**config.mk**
```make
export PLATFORM = sky130hd
export DESIGN_NAME = ttc_timers
export DESIGN_NICKNAME = d
export VERILOG_FILES = /design/src/hdl/ttc_pkg.sv /design/src/hdl/ttc_timers.sv
export VERILOG_INCLUDE_DIRS = /design/src /design/src/hdl
export SDC_FILE = /design/constraint.sdc
export NUM_CORES = 1
export LEC_CHECK = 0
export BUFFER_PORTS_ARGS = -buffer_cell sky130_fd_sc_hd__buf_4
export CAP_MARGIN = 20
export CORE_AREA = 2 2 122 171
export DETAILED_ROUTE_END_ITERATION = 12
export DIE_AREA = 0 0 124 173
export PLACE_DENSITY = 0.68
export SLEW_MARGIN = 0
export SYNTH_ARGS = -nofsm -noshare
export SYNTH_HDL_FRONTEND = slang
export SYNTH_SLANG_ARGS = --single-unit
```
**constraint.sdc**
```tcl
create_clock -name hclk -period 2.8 [get_ports hclk]
set_input_delay 0.56 -clock hclk [delete_from_list [all_inputs] [get_ports hclk]]
set_output_delay 0.56 -clock hclk [all_outputs]
set_load 0.01 [all_outputs]
```
**src/hdl/ttc_params.svh**
```systemverilog
// register offsets, field positions, reset values and timing counts for the timer unit
// assumes a 32-bit ahb-lite slave with word-aligned registers
`ifndef TTC_PARAMS_SVH
`define TTC_PARAMS_SVH
`define TTC_OFF_TIMER_MODE_REGISTER     12'h000
`define TTC_OFF_TIMER_CONTROL_REGISTER     12'h004
`define TTC_OFF_CLOCK_CONTROL_REGISTER    12'h008
`define TTC_OFF_T0       12'h00C
`define TTC_OFF_T1       12'h010
`define TTC_OFF_THIRD_TIMER_CONTROL_REGISTER    12'h014
`define TTC_OFF_THIRD_TIMER_MODE_REGISTER    12'h018
`define TTC_OFF_T2       12'h01C
`define TTC_OFF_CAP      12'h020
`define TTC_OFF_ACK      12'h024
`define TTC_OFF_STATUS   12'h028
`define TTC_TIMER_MODE_REGISTER_CT0     2
`define TTC_TIMER_MODE_REGISTER_GATE0   3
`define TTC_TIMER_MODE_REGISTER_CT1     6
`define TTC_TIMER_MODE_REGISTER_GATE1   7
`define TTC_TIMER_CONTROL_REGISTER_TR0     0
`define TTC_TIMER_CONTROL_REGISTER_TF0     1
`define TTC_TIMER_CONTROL_REGISTER_TR1     2
`define TTC_TIMER_CONTROL_REGISTER_TF1     3
`define TTC_CK_T0M       0
`define TTC_CK_T1M       1
`define TTC_CK_T2M       2
`define TTC_T2_CPRL      0
`define TTC_T2_CT        1
`define TTC_T2_TR        2
`define TTC_T2_EXEN      3
`define TTC_T2_TRANSMIT_CLOCK_SELECT      4
`define TTC_T2_RCLK      5
`define TTC_T2_EXF       6
`define TTC_T2_TF        7
`define TTC_THIRD_TIMER_MODE_REGISTER_DIRECTION_COUNT_ENABLE   0
`define TTC_THIRD_TIMER_MODE_REGISTER_CR     3
`define TTC_RST_BYTE     8'h00
`define TTC_PHASES       4
`define TTC_SLOW_DIV     3
`endif

```
**src/hdl/ttc_pkg.sv**
```systemverilog
// types shared by the timer unit
// assumes ttc_params.svh for numeric constants
package ttc_pkg;
  typedef enum logic [3:0] {
    TTC_C1 = 4'b0001,
    TTC_C2 = 4'b0010,
    TTC_C3 = 4'b0100,
    TTC_C4 = 4'b1000
  } ttc_phase_e;
  typedef logic [1:0] ttc_mode_t;
endpackage

```
**src/hdl/ttc_timers.sv**
```systemverilog
// three timer/counters behind an ahb-lite register slave
// assumes count and trigger pins are asynchronous; ack strobe comes from the core
//
// Overview of operation
// - count pins sampled at C4 each machine cycle; high then low counts one edge
// - counts apply at C3, a detected edge lands one machine cycle later
// - timer_mode_register bit 2 and bit 6 select counter; two mode bits per timer
// - internal tick is clock/12 or clock/4 by time-base bit; reset clears
// - mode 0 counts 13 bits: high byte plus five low bits of low byte
// - mode 0 rolls 1FFFh to 0000h and sets the overflow flag
// - timers 0 and 1 run with run bit and gate off or pin high
// - mode 1 is sixteen bits, FFFFh to 0000h sets overflow flag
// - mode 2 low byte reloads from high byte on FFh overflow, sets flag
// - timer 1 in mode 3 holds its count frozen
// - timer 0 mode 3 splits into two 8-bit timers; high uses timer 1 controls
// - with timer 0 in mode 3, timer 1 runs unless its own mode 3
// - timer 2 clocks from pin or divided oscillator, only while run bit set
// - capture mode counts up, FFFFh rollover sets timer 2 overflow flag
// - capture mode trigger falling edge copies count and sets external flag
// - capture-clear bit resets timer 2 count after each capture
// - auto-reload up reloads on rollover or enabled trigger edge, sets flags
// - up/down mode direction from trigger pin, overflow reloads from capture
// - down count from capture value loads FFFFh
// - up/down reloads set overflow flag and toggle external flag; external flag raises no interrupt
// - baud mode reloads on rollover without overflow flag; trigger sets external flag
// - timer 0/1 overflow flags clear on vector acknowledge; timer 2 flags do not
//
// The AHB-Lite slave port and the address map were chosen for this implementation.
`timescale 1ns/1ps
`include "ttc_params.svh"
module ttc_timers
  import ttc_pkg::*;
(
  input  wire logic        hclk,
  input  wire logic        hresetn,
  input  wire logic        hsel,
  input  wire logic [31:0] haddr,
  input  wire logic [1:0]  htrans,
  input  wire logic        hwrite,
  input  wire logic [2:0]  hsize,
  input  wire logic [31:0] hwdata,
  input  wire logic        hready,
  output logic      [31:0] hrdata,
  output logic             hreadyout,
  output logic             hresp,
  input  wire logic        timer_zero_count_pin,
  input  wire logic        timer_one_count_pin,
  input  wire logic        third_timer_count_pin,
  input  wire logic        trigger_direction_pin,
  input  wire logic        external_interrupt_pin0,
  input  wire logic        external_interrupt_pin1,
  input  wire logic        vector_ack_zero,
  input  wire logic        vector_ack_one,
  output logic             timer_zero_irq,
  output logic             timer_one_irq,
  output logic             third_timer_irq
);
  // pin synchronisers: three stages, change counts when stages 2 and 3 agree
  logic [5:0] sync1, sync2, sync3, pin_q;
  wire  [5:0] pins = {external_interrupt_pin1, external_interrupt_pin0,
                      trigger_direction_pin, third_timer_count_pin,
                      timer_one_count_pin, timer_zero_count_pin};
  always_ff @(posedge hclk or negedge hresetn) begin
    if (!hresetn) begin
      sync1 <= 6'h00;
      sync2 <= 6'h00;
      sync3 <= 6'h00;
      pin_q <= 6'h00;
    end else begin
      sync1 <= pins;
      sync2 <= sync1;
      sync3 <= sync2;
      pin_q <= (sync2 & sync3) | (pin_q & (sync2 | sync3));
    end
  end

  // four-phase machine cycle and the three-cycle divider for the slow tick
  ttc_phase_e phase, next_phase;
  logic [1:0] slow_cnt;
  always_comb begin
    unique case (phase)
      TTC_C1:  next_phase = TTC_C2;
      TTC_C2:  next_phase = TTC_C3;
      TTC_C3:  next_phase = TTC_C4;
      TTC_C4:  next_phase = TTC_C1;
      default: next_phase = TTC_C1;
    endcase
  end
  wire at_c3 = (phase == TTC_C3);
  wire at_c4 = (phase == TTC_C4);
  always_ff @(posedge hclk or negedge hresetn) begin
    if (!hresetn) begin
      phase    <= TTC_C1;
      slow_cnt <= 2'h0;
    end else begin
      phase <= next_phase;
      if (at_c3)
        slow_cnt <= (slow_cnt == 2'(`TTC_SLOW_DIV - 1)) ? 2'h0 : slow_cnt + 2'h1;
    end
  end
  wire tick_fast = at_c3;
  wire tick_slow = at_c3 && (slow_cnt == 2'h0);

  // software registers
  logic [7:0]  timer_mode_register, timer_control_register, clock_control_register;
  logic [7:0]  third_timer_control_register, third_timer_mode_register;
  logic [7:0]  timer_zero_low_byte, timer_zero_high_byte;
  logic [7:0]  timer_one_low_byte, timer_one_high_byte;
  logic [15:0] t2_count, capture_reg;

  // edge detectors on C4 samples, consumed at the next C3
  logic [3:0] samp, fall;
  always_ff @(posedge hclk or negedge hresetn) begin
    if (!hresetn) begin
      samp <= 4'h0;
      fall <= 4'h0;
    end else if (at_c4) begin
      samp <= pin_q[3:0];
      fall <= samp & ~pin_q[3:0];
    end
  end
  wire t2_dir_up = samp[3];

  // tick selection per timer
  // every signal read is an argument, so continuous assigns re-evaluate on it
  function automatic logic pick_tick(input logic ext, input logic edge_seen,
                                     input logic fast, input logic t_fast,
                                     input logic t_slow);
    pick_tick = ext ? (t_fast && edge_seen) : (fast ? t_fast : t_slow);
  endfunction
  wire       t0_tick  = pick_tick(timer_mode_register[`TTC_TIMER_MODE_REGISTER_CT0], fall[0],
                                  clock_control_register[`TTC_CK_T0M],
                                  tick_fast, tick_slow);
  wire       t1_tick  = pick_tick(timer_mode_register[`TTC_TIMER_MODE_REGISTER_CT1], fall[1],
                                  clock_control_register[`TTC_CK_T1M],
                                  tick_fast, tick_slow);
  wire       t0h_tick = pick_tick(1'b0, 1'b0, clock_control_register[`TTC_CK_T0M],
                                  tick_fast, tick_slow);
  wire       t2_tick  = pick_tick(third_timer_control_register[`TTC_T2_CT], fall[2],
                                  clock_control_register[`TTC_CK_T2M],
                                  tick_fast, tick_slow);
  wire ttc_mode_t m0  = timer_mode_register[1:0];
  wire ttc_mode_t m1  = timer_mode_register[5:4];
  wire       split    = (m0 == 2'd3);
  wire       run0     = timer_control_register[`TTC_TIMER_CONTROL_REGISTER_TR0] &&
                        (!timer_mode_register[`TTC_TIMER_MODE_REGISTER_GATE0] || pin_q[4]);
  wire       run1     = (split || timer_control_register[`TTC_TIMER_CONTROL_REGISTER_TR1]) &&
                        (!timer_mode_register[`TTC_TIMER_MODE_REGISTER_GATE1] || pin_q[5]);
  wire       en0      = run0 && t0_tick;
  wire       en0h     = split && timer_control_register[`TTC_TIMER_CONTROL_REGISTER_TR1] && t0h_tick;
  wire       en1      = run1 && t1_tick && (m1 != 2'd3);

  // one step of a mode 0..2 counter: {overflow, high, low}
  function automatic logic [16:0] step(input ttc_mode_t m, input logic [7:0] hi,
                                       input logic [7:0] lo);
    logic [13:0] c13;
    logic [16:0] c16;
    logic [8:0]  c8;
    c13 = {1'b0, hi, lo[4:0]} + 14'h1;
    c16 = {1'b0, hi, lo} + 17'h1;
    c8  = {1'b0, lo} + 9'h1;
    unique case (m)
      2'd0:    step = {c13[13], c13[12:5], lo[7:5], c13[4:0]};
      2'd1:    step = c16;
      default: step = {c8[8], hi, c8[8] ? hi : c8[7:0]};
    endcase
  endfunction
  wire [16:0] s0  = step(m0, timer_zero_high_byte, timer_zero_low_byte);
  wire [16:0] s1  = step(m1, timer_one_high_byte, timer_one_low_byte);
  wire [8:0]  s0l = {1'b0, timer_zero_low_byte} + 9'h1;
  wire [8:0]  s0h = {1'b0, timer_zero_high_byte} + 9'h1;
  wire ovf0  = en0 && (split ? s0l[8] : s0[16]);
  wire ovf1  = split ? (en0h && s0h[8]) : (en1 && s1[16]);

  // timer 2 mode decode
  wire cap_mode = third_timer_control_register[`TTC_T2_CPRL];
  wire baud     = third_timer_control_register[`TTC_T2_TRANSMIT_CLOCK_SELECT] |
                  third_timer_control_register[`TTC_T2_RCLK];
  wire updown   = !baud && !cap_mode && third_timer_mode_register[`TTC_THIRD_TIMER_MODE_REGISTER_DIRECTION_COUNT_ENABLE];
  wire t2_run   = third_timer_control_register[`TTC_T2_TR] && t2_tick;
  wire exen     = third_timer_control_register[`TTC_T2_EXEN];
  wire trig     = exen && at_c3 && fall[3] && !updown;
  wire [16:0] t2_up = {1'b0, t2_count} + 17'h1;
  wire t2_roll  = t2_run && (!updown || t2_dir_up) && t2_up[16];
  wire t2_under = t2_run && updown && !t2_dir_up && (t2_count == capture_reg);
  wire t2_reload = (!cap_mode && t2_roll) || t2_under || (trig && !cap_mode && !baud);
  wire set_tf2  = t2_roll && !baud;
  wire set_external_trigger_flag = trig;

  // ahb-lite slave: zero wait states, always okay
  logic        dp_wr;
  logic [11:0] dp_addr;
  wire  take   = hsel && hready && htrans[1];
  always_ff @(posedge hclk or negedge hresetn) begin
    if (!hresetn) begin
      dp_wr   <= 1'b0;
      dp_addr <= 12'h000;
    end else begin
      dp_wr   <= take && hwrite;
      dp_addr <= take ? haddr[11:0] : dp_addr;
    end
  end
  function automatic logic wr_at(input logic [11:0] off);
    wr_at = dp_wr && (dp_addr == off);
  endfunction

  // timer_control_register flags: hardware set wins over software write and vector clear
  wire       wr_timer_control_register = dp_wr && (dp_addr == `TTC_OFF_TIMER_CONTROL_REGISTER);
  wire [7:0] timer_control_register_sw = wr_timer_control_register ? hwdata[7:0] : timer_control_register;
  wire       tf0_clr = vector_ack_zero;
  wire       tf1_clr = vector_ack_one;
  always_ff @(posedge hclk or negedge hresetn) begin
    if (!hresetn) begin
      timer_mode_register    <= `TTC_RST_BYTE;
      clock_control_register <= `TTC_RST_BYTE;
      timer_control_register <= `TTC_RST_BYTE;
      third_timer_mode_register <= `TTC_RST_BYTE;
    end else begin
      if (wr_at(`TTC_OFF_TIMER_MODE_REGISTER))
        timer_mode_register <= hwdata[7:0];
      if (wr_at(`TTC_OFF_CLOCK_CONTROL_REGISTER))
        clock_control_register <= hwdata[7:0];
      if (wr_at(`TTC_OFF_THIRD_TIMER_MODE_REGISTER))
        third_timer_mode_register <= hwdata[7:0];
      timer_control_register <= timer_control_register_sw;
      timer_control_register[`TTC_TIMER_CONTROL_REGISTER_TF0] <= ovf0 ||
        (timer_control_register_sw[`TTC_TIMER_CONTROL_REGISTER_TF0] && !tf0_clr);
      timer_control_register[`TTC_TIMER_CONTROL_REGISTER_TF1] <= ovf1 ||
        (timer_control_register_sw[`TTC_TIMER_CONTROL_REGISTER_TF1] && !tf1_clr);
    end
  end

  // timers 0 and 1
  always_ff @(posedge hclk or negedge hresetn) begin
    if (!hresetn) begin
      timer_zero_low_byte  <= `TTC_RST_BYTE;
      timer_zero_high_byte <= `TTC_RST_BYTE;
      timer_one_low_byte   <= `TTC_RST_BYTE;
      timer_one_high_byte  <= `TTC_RST_BYTE;
    end else begin
      if (wr_at(`TTC_OFF_T0))
        {timer_zero_high_byte, timer_zero_low_byte} <= hwdata[15:0];
      else begin
        if (en0)
          if (split)
            timer_zero_low_byte <= s0l[7:0];
          else
            {timer_zero_high_byte, timer_zero_low_byte} <= s0[15:0];
        if (en0h)
          timer_zero_high_byte <= s0h[7:0];
      end
      if (wr_at(`TTC_OFF_T1))
        {timer_one_high_byte, timer_one_low_byte} <= hwdata[15:0];
      else if (en1)
        {timer_one_high_byte, timer_one_low_byte} <= s1[15:0];
    end
  end

  // timer 2 counter, capture and flags
  wire       wr_third_timer_control_register = dp_wr && (dp_addr == `TTC_OFF_THIRD_TIMER_CONTROL_REGISTER);
  wire [7:0] third_timer_control_register_sw = wr_third_timer_control_register ? hwdata[7:0] : third_timer_control_register;
  wire       reload_any = updown && (t2_roll || t2_under);
  always_ff @(posedge hclk or negedge hresetn) begin
    if (!hresetn) begin
      t2_count    <= 16'h0000;
      capture_reg <= 16'h0000;
      third_timer_control_register <= `TTC_RST_BYTE;
    end else begin
      third_timer_control_register <= third_timer_control_register_sw;
      third_timer_control_register[`TTC_T2_TF] <= set_tf2 || reload_any ||
        third_timer_control_register_sw[`TTC_T2_TF];
      third_timer_control_register[`TTC_T2_EXF] <= set_external_trigger_flag ||
        (third_timer_control_register_sw[`TTC_T2_EXF] ^ reload_any);
      if (wr_at(`TTC_OFF_CAP))
        capture_reg <= hwdata[15:0];
      else if (cap_mode && trig)
        capture_reg <= t2_count;
      if (wr_at(`TTC_OFF_T2))
        t2_count <= hwdata[15:0];
      else if (cap_mode && trig && third_timer_mode_register[`TTC_THIRD_TIMER_MODE_REGISTER_CR])
        t2_count <= 16'h0000;
      else if (t2_under)
        t2_count <= 16'hFFFF;
      else if (t2_reload)
        t2_count <= capture_reg;
      else if (t2_run && updown && !t2_dir_up)
        t2_count <= t2_count - 16'h1;
      else if (t2_run)
        t2_count <= t2_up[15:0];
    end
  end

  // read mux
  logic [31:0] rd_mux;
  always_comb begin
    unique case (haddr[11:0])
      `TTC_OFF_TIMER_MODE_REGISTER:   rd_mux = {24'h0, timer_mode_register};
      `TTC_OFF_TIMER_CONTROL_REGISTER:   rd_mux = {24'h0, timer_control_register};
      `TTC_OFF_CLOCK_CONTROL_REGISTER:  rd_mux = {24'h0, clock_control_register};
      `TTC_OFF_T0:     rd_mux = {16'h0, timer_zero_high_byte, timer_zero_low_byte};
      `TTC_OFF_T1:     rd_mux = {16'h0, timer_one_high_byte, timer_one_low_byte};
      `TTC_OFF_THIRD_TIMER_CONTROL_REGISTER:  rd_mux = {24'h0, third_timer_control_register};
      `TTC_OFF_THIRD_TIMER_MODE_REGISTER:  rd_mux = {24'h0, third_timer_mode_register};
      `TTC_OFF_T2:     rd_mux = {16'h0, t2_count};
      `TTC_OFF_CAP:    rd_mux = {16'h0, capture_reg};
      `TTC_OFF_STATUS: rd_mux = {26'h0, pin_q};
      default:         rd_mux = 32'h0000_0000;
    endcase
  end
  always_ff @(posedge hclk or negedge hresetn) begin
    if (!hresetn)
      hrdata <= 32'h0000_0000;
    else if (take && !hwrite)
      hrdata <= rd_mux;
  end
  assign hreadyout = 1'b1;
  assign hresp     = 1'b0;

  // interrupt requests to the core controller
  always_ff @(posedge hclk or negedge hresetn) begin
    if (!hresetn) begin
      timer_zero_irq  <= 1'b0;
      timer_one_irq   <= 1'b0;
      third_timer_irq <= 1'b0;
    end else begin
      timer_zero_irq  <= timer_control_register[`TTC_TIMER_CONTROL_REGISTER_TF0];
      timer_one_irq   <= timer_control_register[`TTC_TIMER_CONTROL_REGISTER_TF1];
      third_timer_irq <= third_timer_control_register[`TTC_T2_TF] ||
        (third_timer_control_register[`TTC_T2_EXF] && !updown);
    end
  end

  // assertions
  property p_edge_c4;
    @(posedge hclk) disable iff (!hresetn)
      at_c4 && samp[0] && !pin_q[0] |=> fall[0];
  endproperty
  a_edge_c4: assert property (p_edge_c4) else $error("edge missed");
  property p_c3;
    @(posedge hclk) disable iff (!hresetn)
      !at_c3 && !dp_wr |=> $stable(t2_count);
  endproperty
  a_c3: assert property (p_c3) else $error("count moved off C3");
  property p_phase;
    @(posedge hclk) disable iff (!hresetn) at_c3 |=> at_c4 ##1 !at_c3 ##1 !at_c3;
  endproperty
  a_phase: assert property (p_phase) else $error("phase order");
  property p_tf0;
    @(posedge hclk) disable iff (!hresetn) ovf0 |=> timer_control_register[1];
  endproperty
  a_tf0: assert property (p_tf0) else $error("tf0 not set");
  property p_gate;
    @(posedge hclk) disable iff (!hresetn)
      !timer_control_register[`TTC_TIMER_CONTROL_REGISTER_TR0] && !dp_wr |=> $stable(timer_zero_low_byte);
  endproperty
  a_gate: assert property (p_gate) else $error("timer 0 ran stopped");
  property p_freeze;
    @(posedge hclk) disable iff (!hresetn)
      m1 == 2'd3 && !dp_wr |=> $stable({timer_one_high_byte, timer_one_low_byte});
  endproperty
  a_freeze: assert property (p_freeze) else $error("timer 1 not frozen");
  property p_under;
    @(posedge hclk) disable iff (!hresetn) t2_under && !dp_wr |=> t2_count == 16'hFFFF;
  endproperty
  a_under: assert property (p_under) else $error("no FFFFh load");
  property p_baud;
    @(posedge hclk) disable iff (!hresetn)
      baud && !third_timer_control_register[7] && !dp_wr |=> !third_timer_control_register[7];
  endproperty
  a_baud: assert property (p_baud) else $error("tf2 set in baud");
  c_ovf0: cover property (@(posedge hclk) ovf0);
  c_cap:  cover property (@(posedge hclk) cap_mode && trig);
  c_und:  cover property (@(posedge hclk) t2_under);
endmodule // ttc_timers

```
* Word-level counts from Yosys, hierarchy flattened
Index checks and enable logic that the tools add are counted.
Word-level totals: bits in registers 190, bits of input ports 82, output and inout port bits 37, word-level logic and storage cells 199
Cells by class: add/sub/neg operators 10, eq/ne operators 30, multiplexer cells 36, bitwise operators 8, reductions and logical operators 86
Operators with widths (number):
- one-hot mux 16 bit (10 select lines) | 1
- two-way mux 16 bit | 8
- two-way mux 8 bit | 14
- == test 12 x 5 -> 1 bit (second input constant) | 8
- one-hot mux 17 bit (2 select lines) | 2
- adder 16 x 1 -> 17 bit (second input constant) | 3
- == test 12 x 4 -> 1 bit (second input constant) | 4
- logical AND 1 bit | 48
- == test 12 x 6 -> 1 bit (second input constant) | 3
- adder 13 x 1 -> 14 bit (second input constant) | 2
- adder 8 x 1 -> 9 bit (second input constant) | 3
- == test 12 x 3 -> 1 bit (second input constant) | 2
- zero test 12 bit | 2
- == test 16 bit | 1
- subtractor 16 x 1 -> 16 bit (second input constant) | 1
- logical OR 1 bit | 13
- bitwise AND 6 bit | 2
- bitwise OR 6 bit | 2
- one-hot mux 4 bit (3 select lines) | 1
- zero test 1 bit | 9
- two-way mux 1 bit | 8
- zero test 2 bit | 3
- AND reduction 2 bit | 3
- nonzero test 2 bit | 3
- 20 further kinds | 24

* Logic depth before layout (Yosys ltp)
Gate-level depths: netlist of run 1.
depth after elaboration 15, depth in mapped cells 11, gate-level depth less buffers 9

* Least setup slack after synthesis of run 1
Ideal clock, no wire load.
kind input -> register, from input haddr[1], to register hrdata[7], library setup time 82 ps, arrival 2493 ps, data required time 2718 ps, path slack 225 ps, stages on the path 7, path buffers 1, path through nor4_1 nand3_1 or3b_2 nor3_1 clkbuf_1 a221oi_1 a31oi_1
On the way: longest elaborated chain between the ends 2, elaborated cells on any way between the ends 11, those cells by class eq/ne (9); mux (1); reduce/logical (1)
RTL lines:
- from (decl) | RTL line ttc_timers.sv:37 | input wire logic [31:0] haddr,
- == test 12 x 6 -> 1 bit, or another cell as far along | RTL line ttc_timers.sv:296 | unique case (haddr[11:0])
- one-hot mux 16 bit (10 select lines) * | RTL line ttc_timers.sv:296
- to (signal assigned) | RTL line ttc_timers.sv:314 | hrdata <= rd_mux;
- to (decl) | RTL line ttc_timers.sv:43 | output logic [31:0] hrdata,
Mark *: on every way between the ends. The rest lies on a longest branch, timed or not. A chain may end at the register's enable or synchronous reset.

* Worst setup path in the final report of run 1
from register t2_count[0], to register t2_count[14]
On the way: longest elaborated chain between the ends 9, elaborated cells on any way between the ends 15, those cells by class add/sub (2); eq/ne (1); mux (6); reduce/logical (6)
RTL lines:
- from (decl) | RTL line ttc_timers.sv:109 | logic [15:0] t2_count, capture_reg;
- from (signal assigned) | RTL line ttc_timers.sv:279 | t2_count <= hwdata[15:0];
- from (signal assigned) | RTL line ttc_timers.sv:285 | t2_count <= capture_reg;
- from (signal assigned) | RTL line ttc_timers.sv:287 | t2_count <= t2_count - 16'h1;
- adder 16 x 1 -> 17 bit | RTL line ttc_timers.sv:183 | wire [16:0] t2_up = {1'b0, t2_count} + 17'h1;
- logical AND 1 bit | RTL line ttc_timers.sv:184 | wire t2_roll = t2_run && (!updown || t2_dir_up) && t2_up[16];
- logical AND 1 bit | RTL line ttc_timers.sv:186 | wire t2_reload = (!cap_mode && t2_roll) || t2_under || (trig && !cap_mode && !baud);
- logical OR 1 bit (2 in a row) | RTL line ttc_timers.sv:186
- two-way mux 16 bit | RTL line ttc_timers.sv:284 | else if (t2_reload)
- two-way mux 16 bit | RTL line ttc_timers.sv:282 | else if (t2_under)
- two-way mux 16 bit | RTL line ttc_timers.sv:280 | else if (cap_mode && trig && third_timer_mode_register[`TTC_THIRD_TIMER_MODE_REGISTER_CR])
- two-way mux 16 bit | RTL line ttc_timers.sv:278 | if (wr_at(`TTC_OFF_T2))
Several ways; a longest one is shown, not always the timed one. The select of a mux whose other input is x is not followed.

==> flow_summary.json, run 1 <==
{
  "status": "finished clean",
  "cts_root_buf": "clkbuf_16",
  "cap_violations": 0,
  "synthCells": 1025,
  "hpwl_microns": 22900,
  "final_antenna_net_count": 0,
  "netlist_top_cells_count": "dfrtp_1 (173), nor2_1 (91), nand2_1 (85)",
  "io_pins": 119,
  "ys_async_sr_fraction_pct": 100,
  "worstMarginPinSlew_ns": 0.622,
  "worstPathCellList": "ha_1 > nand3_1 > or4_4 > or4_4 > o21a_1 > buf_4 > a211oi_1 > o21ai_1",
  "path_clk_slew_ns": 0.07,
  "regToRegStartpoint": "t2_count[0]",
  "crit_fanout": 5,
  "rr_worst_depth": 8,
  "power_density_nw_per_um2": 506,
  "cts_made_buffers": 17,
  "cp-end-kind": "flip-flop",
  "finalHoldViolCount": 0,
  "cp.depth": 8,
  "synth_top_cell_by_area": "dfrtp_1",
  "crit_start": "t2_count[0]",
  "seq_area_frac_synth_pct": 44.4,
  "clock_path_buffers": 2,
  "ir_drop_mv": 0.421,
  "p_leak_nw": 4.95,
  "drt_iter0_drc": 872,
  "grtUsageTotal_pct": 29.6,
  "ff_latch_area_sq_um": 4360,
  "yosysMostFrequentCell": "dfrtp_1",
  "grt_pass1_vias": 8091,
  "cts_tree": "done",
  "htree_num_levels": 4,
  "clock_sinks": 174,
  "rows": 61,
  "cell_internal_pwr_w": 0.00413,
  "viasPerCell": 6.23,
  "relSlewSlack_pct": 58.3,
  "place_area_sq_um": 10900,
  "power_frac_comb_pct": 10.3,
  "yosysTopAreaCellShare_pct": 44.1,
  "rsz0062_at_grt": "false",
  "ys_types": 76,
  "fin_area_sq_um": 11500,
  "grt_overflow_total": 0,
  "tns_ns": 0,
  "slew_viol_final": 0,
  "clkPwrFrac_pct": 40.6,
  "grt_pass1_wl_microns": 47200,
  "slowest_delay_ns": 0.53,
  "area_growth_pct": 17.5,
  "finalNetCount": 1204,
  "cp-start-kind": "flip-flop",
  "n_antenna_cell": 0,
  "postCtsSetupBuffers": 0,
  "fin_skew_ns": 0.00981,
  "die_w_microns": 124,
  "switchingPower_w": 0.00171,
  "remaining_drc_errors": 0,
  "gp_congestion": 1.01,
  "min_path_type": "input port to async pin",
  "layout-drive-gt1-share_pct": 21.8,
  "seqPwrFrac_pct": 49.1,
  "synth-edff-count": 0,
  "worstSkewPairLatency_ns": 0.44,
  "firstDrtPassIters": 6,
  "syn_avg_cell_area_sq_um": 9.58,
  "crit_family": "simple AND/OR/NAND/NOR gates",
  "yosysWarnings": 0,
  "antenna_found_initial": 0,
  "finalHoldWorstSlack_ns": 0.0632,
  "die_h_microns": 173,
  "cp.required_ns": 3.12,
  "multiInputGateArea_sq_um": 5080,
  "grt_max_degree": 50,
  "setup_viol": 0,
  "netSwitchingFraction_pct": 29.3,
  "start_util_pct": 49.5,
  "finalCriticalPeriod_ns": 2.73,
  "wl_per_cell_microns": 22.3,
  "crit_arrival_ns": 3.05,
  "core-area_sq_um": 19800,
  "synth_area_sq_um": 9820,
  "ys_ff_latch": 174,
  "die_area_sq_um": 21500,
  "num_vias": 8610,
  "critPathBufInv": 1,
  "fmax_ghz": 0.366,
  "crit_slowest_cell": "or4_4",
  "fillers": 1724,
  "wl_microns": 30800,
  "synth_flop_cell": "dfrtp_1",
  "timing_worst_setup_path_type": "flip-flop to flip-flop",
  "crit_top_cell": "or4_4",
  "yosys-top-cells-area": "dfrtp_1 (44%), mux2_2 (6.2%), nor2_1 (3.5%), a21oi_1 (3.4%), nand2_1 (3.3%)",
  "portBuffers": 60,
  "fin_crit_sh_pct": 97.6
}
per-layer routing:
layer / vias up / share of wire, % / wire [microns] / track usage [%]
met5: - / 0 / 0 / 0
met4: 0 / 5.9 / 1830 / 16.9
met3: 98 / 6.4 / 1950 / 5.34
met2: 411 / 48 / 14800 / 46.7
met1: 4153 / 40 / 12200 / 37.7
li1: 3948 / - / - / -
power groups by stage:
stage | Combinational (W) | Sequential [W] | Clock [W]
after floorplan | 0.000407 | 0.00282 | 0
after CTS | 0.000599 | 0.00286 | 0.00242
after global placement | 0.000584 | 0.00291 | 0
after global routing | 0.000667 | 0.00288 | 0.00253
final | 0.000600 | 0.00287 | 0.00237
after detailed placement | 0.000595 | 0.00291 | 0
kinds of logic (layout without fill, tap and decap cells):
kind of cell             count (synthesis)  after routing  synth area share [%]
adder cells (fa/ha/maj)                 11             11                  1.25
buffers and inverters                   99            188                  4.72
other                                    2             18                0.0765
flip-flops                             174            174                  44.4
XOR/XNOR                                46             46                  4.10
AO/OA/AOI/OAI                          269            269                  18.9
AND/OR/NAND/NOR                        340            340                  17.3
multiplexers                            84             84                  9.25
worst paths after layout:
check	endpoint	slack [ns]
worst max-delay path	t2_count[14]	0.07
min in group hclk	sync1[5]	0.22
worst min register to register	sync2[2]	0.35
max in group asynchronous	phase[0]	2.02
worst min-delay path	timer_zero_low_byte[0]	0.06
worst max register to register	t2_count[14]	0.07
cell usage in the layout, fill, tap and decap left out, drive strengths merged, types with 28 or more instances in the layout:
| cell | instances |
|---|---|
| nor3 | 31 |
| nor2 | 91 |
| mux2i | 30 |
| nand3 | 29 |
| o21ai | 44 |
| nand2 | 85 |
| a21oi | 67 |
| xor2 | 28 |
| buf | 141 |
| dfrtp | 173 |
| mux2 | 54 |
worst reg2reg max path, stage by stage, from the launching register on:
cell and delay [ns]:
dfrtp_1 0.36, ha_1 0.22, nand3_1 0.16, or4_4 0.53, or4_4 0.50, o21a_1 0.26, buf_4 0.18, a211oi_1 0.29
o21ai_1 0.10
per-stage QoR:
stage / cells / utilization [%] / power (W) / worst slack (ns)
finish: 1382 / 58.1 / 0.00584 / 0.0675
global route: 1382 / 58.1 / 0.00608 / 0.00697
global placement: 1350 / 55.1 / 0.00349 / 0.0507
CTS: 1382 / 58.1 / 0.00588 / 0.0161
detailed placement: 1350 / 55.1 / 0.00350 / 0.0369
floorplan: 1041 / - / 0.00323 / 0.225
area by class of cell:
cell class                      count  share of cell area [%]
Inverter                           15                   0.488
Multi-Input combinational cell    768                    44.0
Sequential cell                   174                    37.8
Clock buffer                       17                    3.69
Clock inverter                     15                    1.45
Timing Repair Buffer              141                    9.86
Tap cell                          252                    2.73
what timing repair did:
item                       CTS  global route
setup endpoints to repair    0            10
resized for setup            0             3
hold buffers                 0             0
No activity file was read; power rests on OpenSTA's default activity.
==> inputs of run 2 (changes only) <==
--- a/config.mk
+++ b/config.mk
@@ -7,11 +7,10 @@
 export NUM_CORES = 1
 export LEC_CHECK = 0
 export BUFFER_PORTS_ARGS = -buffer_cell sky130_fd_sc_hd__buf_4
-export CAP_MARGIN = 20
-export CORE_AREA = 2 2 122 171
+export CORE_AREA = 2 2 116 164
 export DETAILED_ROUTE_END_ITERATION = 12
-export DIE_AREA = 0 0 124 173
-export PLACE_DENSITY = 0.68
+export DIE_AREA = 0 0 118 166
+export PLACE_DENSITY = 0.74
 export SLEW_MARGIN = 0
 export SYNTH_ARGS = -nofsm -noshare
 export SYNTH_HDL_FRONTEND = slang
==> run 2 against run 1 <==
Final area shrank 0.31%. Worst hold slack gained 0.0031 ns. Die area shrank 8.7%. Sequential share of layout area grew 0.12 points. Utilization grew 4.9 points. Wire length shrank 0.20%. Cell count shrank 1.0%. Critical path depth grew 1. Sequential cell count is the same. Power grew 1.5%. Non-clock buffer count shrank 6. Largest cell class unchanged. Largest power group unchanged.
==> flow_summary.json, run 2 (synthesized netlist as in run 1, its figures left out) <==
{
  "portBuffers": 60,
  "slew_viol_final": 0,
  "io_pins": 119,
  "cts_made_buffers": 17,
  "crit_arrival_ns": 3.01,
  "die_w_microns": 118,
  "grt_max_degree": 70,
  "grt_pass1_vias": 8429,
  "viasPerCell": 6.42,
  "hpwl_microns": 22800,
  "clock_sinks": 174,
  "gp_congestion": 0.979,
  "finalHoldViolCount": 0,
  "grt_overflow_total": 0,
  "start_util_pct": 53.8,
  "grtUsageTotal_pct": 31.9,
  "firstDrtPassIters": 7,
  "area_growth_pct": 17.2,
  "min_path_type": "input port to async pin",
  "final_antenna_net_count": 0,
  "finalCriticalPeriod_ns": 2.68,
  "cp-start-kind": "flip-flop",
  "worst_slack_ns": 0.121,
  "remaining_drc_errors": 0,
  "worstMarginPinSlew_ns": 0.838,
  "rsz0062_at_grt": "false",
  "wl_met1_microns": 11700,
  "reg2reg_slack_ns": 0.12,
  "cts_root_buf": "clkbuf_16",
  "path_clk_slew_ns": 0.08,
  "drt_iter0_drc": 758,
  "worstSkewPairLatency_ns": 0.44,
  "grt_pass1_wl_microns": 47900,
  "cp.required_ns": 3.13,
  "die_h_microns": 166,
  "n_antenna_cell": 0,
  "place_area_sq_um": 10900,
  "fin_area_sq_um": 11500,
  "timing_worst_setup_path_type": "flip-flop to flip-flop",
  "clock_path_buffers": 2,
  "dpl_worst_slack_ns": -0.0579,
  "rows": 59,
  "power_density_nw_per_um2": 515,
  "layout_common_cells": "dfrtp_1 (173), buf_4 (130), nor2_1 (91)",
  "top_layer": "met4",
  "antenna_found_initial": 0,
  "layout_commonest_cell": "dfrtp_1",
  "relSlewSlack_pct": 43.6,
  "dr_wl_met2_microns": 15000,
  "fin_crit_sh_pct": 95.7,
  "finalNetCount": 1198,
  "num_vias": 8776,
  "p_leak_nw": 4.93,
  "setup_viol": 0,
  "cts_tree": "done",
  "layout-drive-gt1-share_pct": 21.5,
  "fmax_ghz": 0.373,
  "die_area_sq_um": 19600,
  "ir_drop_mv": 0.389,
  "rr_worst_depth": 9,
  "core-area_sq_um": 18200,
  "status": "finished clean",
  "wl_microns": 30700,
  "postCtsSetupBuffers": 0,
  "wl_met3_microns": 1980,
  "cap_violations": 0,
  "htree_num_levels": 4,
  "wl_per_cell_microns": 22.4,
  "crit_fanout": 15,
  "fin_skew_ns": 0.0114,
  "tns_ns": 0,
  "cp-end-kind": "flip-flop"
}
run 2: cell types whose count changed in the layout (fill, tap and decap cells not counted), moves of 2 or more:
cell / delta
clkinv_8: +3
buf_4: -4
buf_12: -2
inv_8: -3
clkinvlp_4: -2
run 2: cell type report:
| cell class | instances | area, sq um |
|---|---|---|
| clock buffer | 18 | 439 |
| tap | 244 | 305 |
| multi-input combinational | 768 | 5090 |
| inverter | 15 | 56.3 |
| clock inverter | 14 | 188 |
| fill | 1568 | 6730 |
| sequential | 174 | 4360 |
| timing repair buffer | 135 | 1070 |
run 2: worst paths after layout:
| path | start | end |
|---|---|---|
| min | hresetn | sync2[4] |
| max in group asynchronous | hresetn | phase[0] |
| max | t2_count[0] | t2_count[0] |
| max reg2reg | t2_count[0] | t2_count[0] |
| min reg2reg | sync1[2] | sync2[2] |
| min in group hclk | external_interrupt_pin0 | sync1[4] |
run 2: what timing repair did:
item	CTS	global route
resized for setup	2	2
hold buffers	0	0
endpoints found under the setup margin	2	4
run 2: worst max-delay path, cell delays in order (launching register included):
cell and delay, ns:
dfrtp_1 0.36, ha_1 0.27, nand3_2 0.15, or4_4 0.53, or4_4 0.50, o21ai_2 0.23
buf_12 0.17, nor2_1 0.04, a211oi_1 0.23, o21ai_1 0.08
run 2: power breakdown:
group	switching, W	leakage, nW	total (W)	internal (W)
registers	0.000206	2.06	0.00287	0.00266
logic	0.000340	2.57	0.000601	0.000261
clock network	0.00121	0.302	0.00246	0.00125
total	0.00176	4.93	0.00593	0.00417
run 2: metrics by stage:
stage               utilization, %  power (W)  std cells  hold slack, ns
finish                        63.1    0.00593       1368          0.0662
global route                  63.1    0.00615       1368           0.105
CTS                           63.0    0.00593       1368          0.0853
detailed placement            59.5    0.00350       1336           0.337
global placement              59.5    0.00348       1336           0.332
floorplan                        -    0.00323       1041           0.264
run 2: layer usage:
| metal | vias up | global-route usage (%) |
|---|---|---|
| li1 | 3948 | - |
| met1 | 4260 | 38.7 |
| met2 | 445 | 53.2 |
| met3 | 123 | 5.36 |
| met4 | 0 | 18.9 |
| met5 | - | 0 |
==> inputs of run 3 (changes only) <==
--- a/config.mk
+++ b/config.mk
@@ -11,6 +11,7 @@
 export DETAILED_ROUTE_END_ITERATION = 12
 export DIE_AREA = 0 0 118 166
 export PLACE_DENSITY = 0.74
+export REMOVE_ABC_BUFFERS = 1
 export SLEW_MARGIN = 0
 export SYNTH_ARGS = -nofsm -noshare
 export SYNTH_HDL_FRONTEND = slang
==> run 3 against run 2 <==
Register-to-register slack is essentially flat. Cell count up 0.44%. Final area increased by 0.38%. Clock-buffer cell count shrank 1. Non-clock buffer count grew 6. Highest routed layer unchanged. Combinational power fell by 2%. Critical path type unchanged. Sequential cell count stayed put. Clock skew decreased by 0.00050 ns. Critical path depth shrank 2. First-iteration DRC count increased by 25%. Wire length is 3.2% lower.
==> flow_summary.json, run 3 (synthesized netlist as in run 1, its figures left out) <==
{
  "cts_tree": "done",
  "cp-start-kind": "flip-flop",
  "clock_sinks": 174,
  "layout-drive-gt1-share_pct": 21.9,
  "regToRegStartpoint": "third_timer_control_register[0]",
  "wl_per_cell_microns": 21.6,
  "status": "finished clean",
  "finalHoldViolCount": 0,
  "hpwl_microns": 21900,
  "fmax_ghz": 0.373,
  "min_path_type": "input port to async pin",
  "reg2reg_slack_ns": 0.12,
  "grt_pass1_vias": 8409,
  "viasPerCell": 6.41,
  "portBuffers": 60,
  "area_growth_pct": 17.6,
  "tns_ns": 0,
  "layout_commonest_cell": "dfrtp_1",
  "die_area_sq_um": 19600,
  "postCtsSetupBuffers": 0,
  "cp.required_ns": 3.14,
  "finalCriticalPeriod_ns": 2.68,
  "fin_util_pct": 63.3,
  "slowest_delay_ns": 0.56,
  "layout_common_cells": "dfrtp_1 (173), buf_4 (135), nor2_1 (91)",
  "io_pins": 119,
  "cp-end-kind": "flip-flop",
  "cap_violations": 0,
  "drt_iter0_drc": 950,
  "rsz0062_at_grt": "false",
  "grt_pass1_wl_microns": 46600,
  "n_antenna_cell": 0,
  "relSlewSlack_pct": 56.7,
  "power_density_nw_per_um2": 508,
  "worstSkewPairLatency_ns": 0.43,
  "final_antenna_net_count": 0,
  "firstDrtPassIters": 9,
  "grtUsageTotal_pct": 30.7,
  "slew_viol_final": 0,
  "grt_overflow_total": 0,
  "die_h_microns": 166,
  "wl_microns": 29700,
  "cts_made_buffers": 17,
  "rows": 59,
  "fin_skew_ns": 0.0109,
  "crit_fanout": 7,
  "timing.rr.end": "t2_count[3]",
  "ir_drop_mv": 0.421,
  "crit_arrival_ns": 3.03,
  "finalHoldWorstSlack_ns": 0.115,
  "grt_max_degree": 68,
  "remaining_drc_errors": 0,
  "core-area_sq_um": 18200,
  "crit_family": "simple AND/OR/NAND/NOR gates",
  "setup_viol": 0,
  "p_leak_nw": 4.96,
  "place_area_sq_um": 10900,
  "antenna_found_initial": 0,
  "timing_worst_setup_path_type": "flip-flop to flip-flop",
  "clock_path_buffers": 2,
  "fin_area_sq_um": 11500,
  "worstPathCellList": "nor4b_1 > o31a_1 > nand2_1 > mux2_2 > or3_1 > a21o_1 > nand4_1",
  "gp_congestion": 1.00,
  "htree_num_levels": 4,
  "rr_worst_depth": 7,
  "fin_crit_sh_pct": 95.8,
  "num_vias": 8806,
  "finalNetCount": 1204,
  "start_util_pct": 53.8,
  "die_w_microns": 118,
  "cts_root_buf": "clkbuf_16",
  "worstMarginPinSlew_ns": 0.646,
  "critPathBufInv": 0,
  "crit_slowest_cell": "nor4b_1",
  "path_clk_slew_ns": 0.08
}
==> run 3: cell types whose count changed in the layout (fill, tap and decap cells not counted), sizes merged <==
cell	delta
buf	+6
clkinvlp	+1
clkinv	-1
inv	+1
clkbuf	-1
==> run 3: what timing repair did <==
action / in CTS / in global routing
endpoints found under the hold margin: 0 / 0
endpoints found under the setup margin: 1 / 14
hold buffers: 0 / 0
resized for setup: 1 / 3
==> run 3: final cells by class <==
class / instances / area, sq um
tap: 244 / 305
timing repair buffer: 141 / 1120
fill: 1549 / 6690
sequential: 174 / 4360
clock inverter: 15 / 185
clock buffer: 17 / 425
inverter: 15 / 56.3
multi-input combinational: 768 / 5090
==> run 3: metal layers <==
metal | vias up | global-route usage [%] | share of wire [%]
met1 | 4215 | 38.2 | 38
met4 | 0 | 20.5 | 7.5
li1 | 3942 | - | -
met2 | 513 | 49.9 | 48
met5 | - | 0 | 0
met3 | 136 | 3.98 | 7.1
==> run 3: worst max path at each step <==
stage | startpoint | endpoint | cells past startpoint
6_report | third_timer_control_register[0] | t2_count[3] | 7
5_1_grt | phase[0] | timer_zero_high_byte[5] | 9
4_1_cts | phase[0] | t2_count[3] | 8
3_5_place_dp | phase[0] | t2_count[8] | 8
3_3_place_gp | phase[0] | t2_count[1] | 7
2_1_floorplan | haddr[1] | hrdata[3] | 6
==> run 3: metrics by stage <==
step | power (W) | std cells | setup slack (ns)
finish | 0.00586 | 1374 | 0.118
global route | 0.00608 | 1374 | 0.0296
CTS | 0.00588 | 1374 | 0.0254
detailed placement | 0.00349 | 1342 | 0.0395
global placement | 0.00347 | 1342 | 0.0818
floorplan | 0.00318 | 957 | -0.0864
==> run 3: where the power goes <==
group          internal (W)  total, W  leakage [nW]  switching (W)
registers           0.00266   0.00287          2.06       0.000209
clock network       0.00122   0.00241         0.293        0.00119
logic              0.000259  0.000586          2.61       0.000327
total               0.00414   0.00586          4.96        0.00173
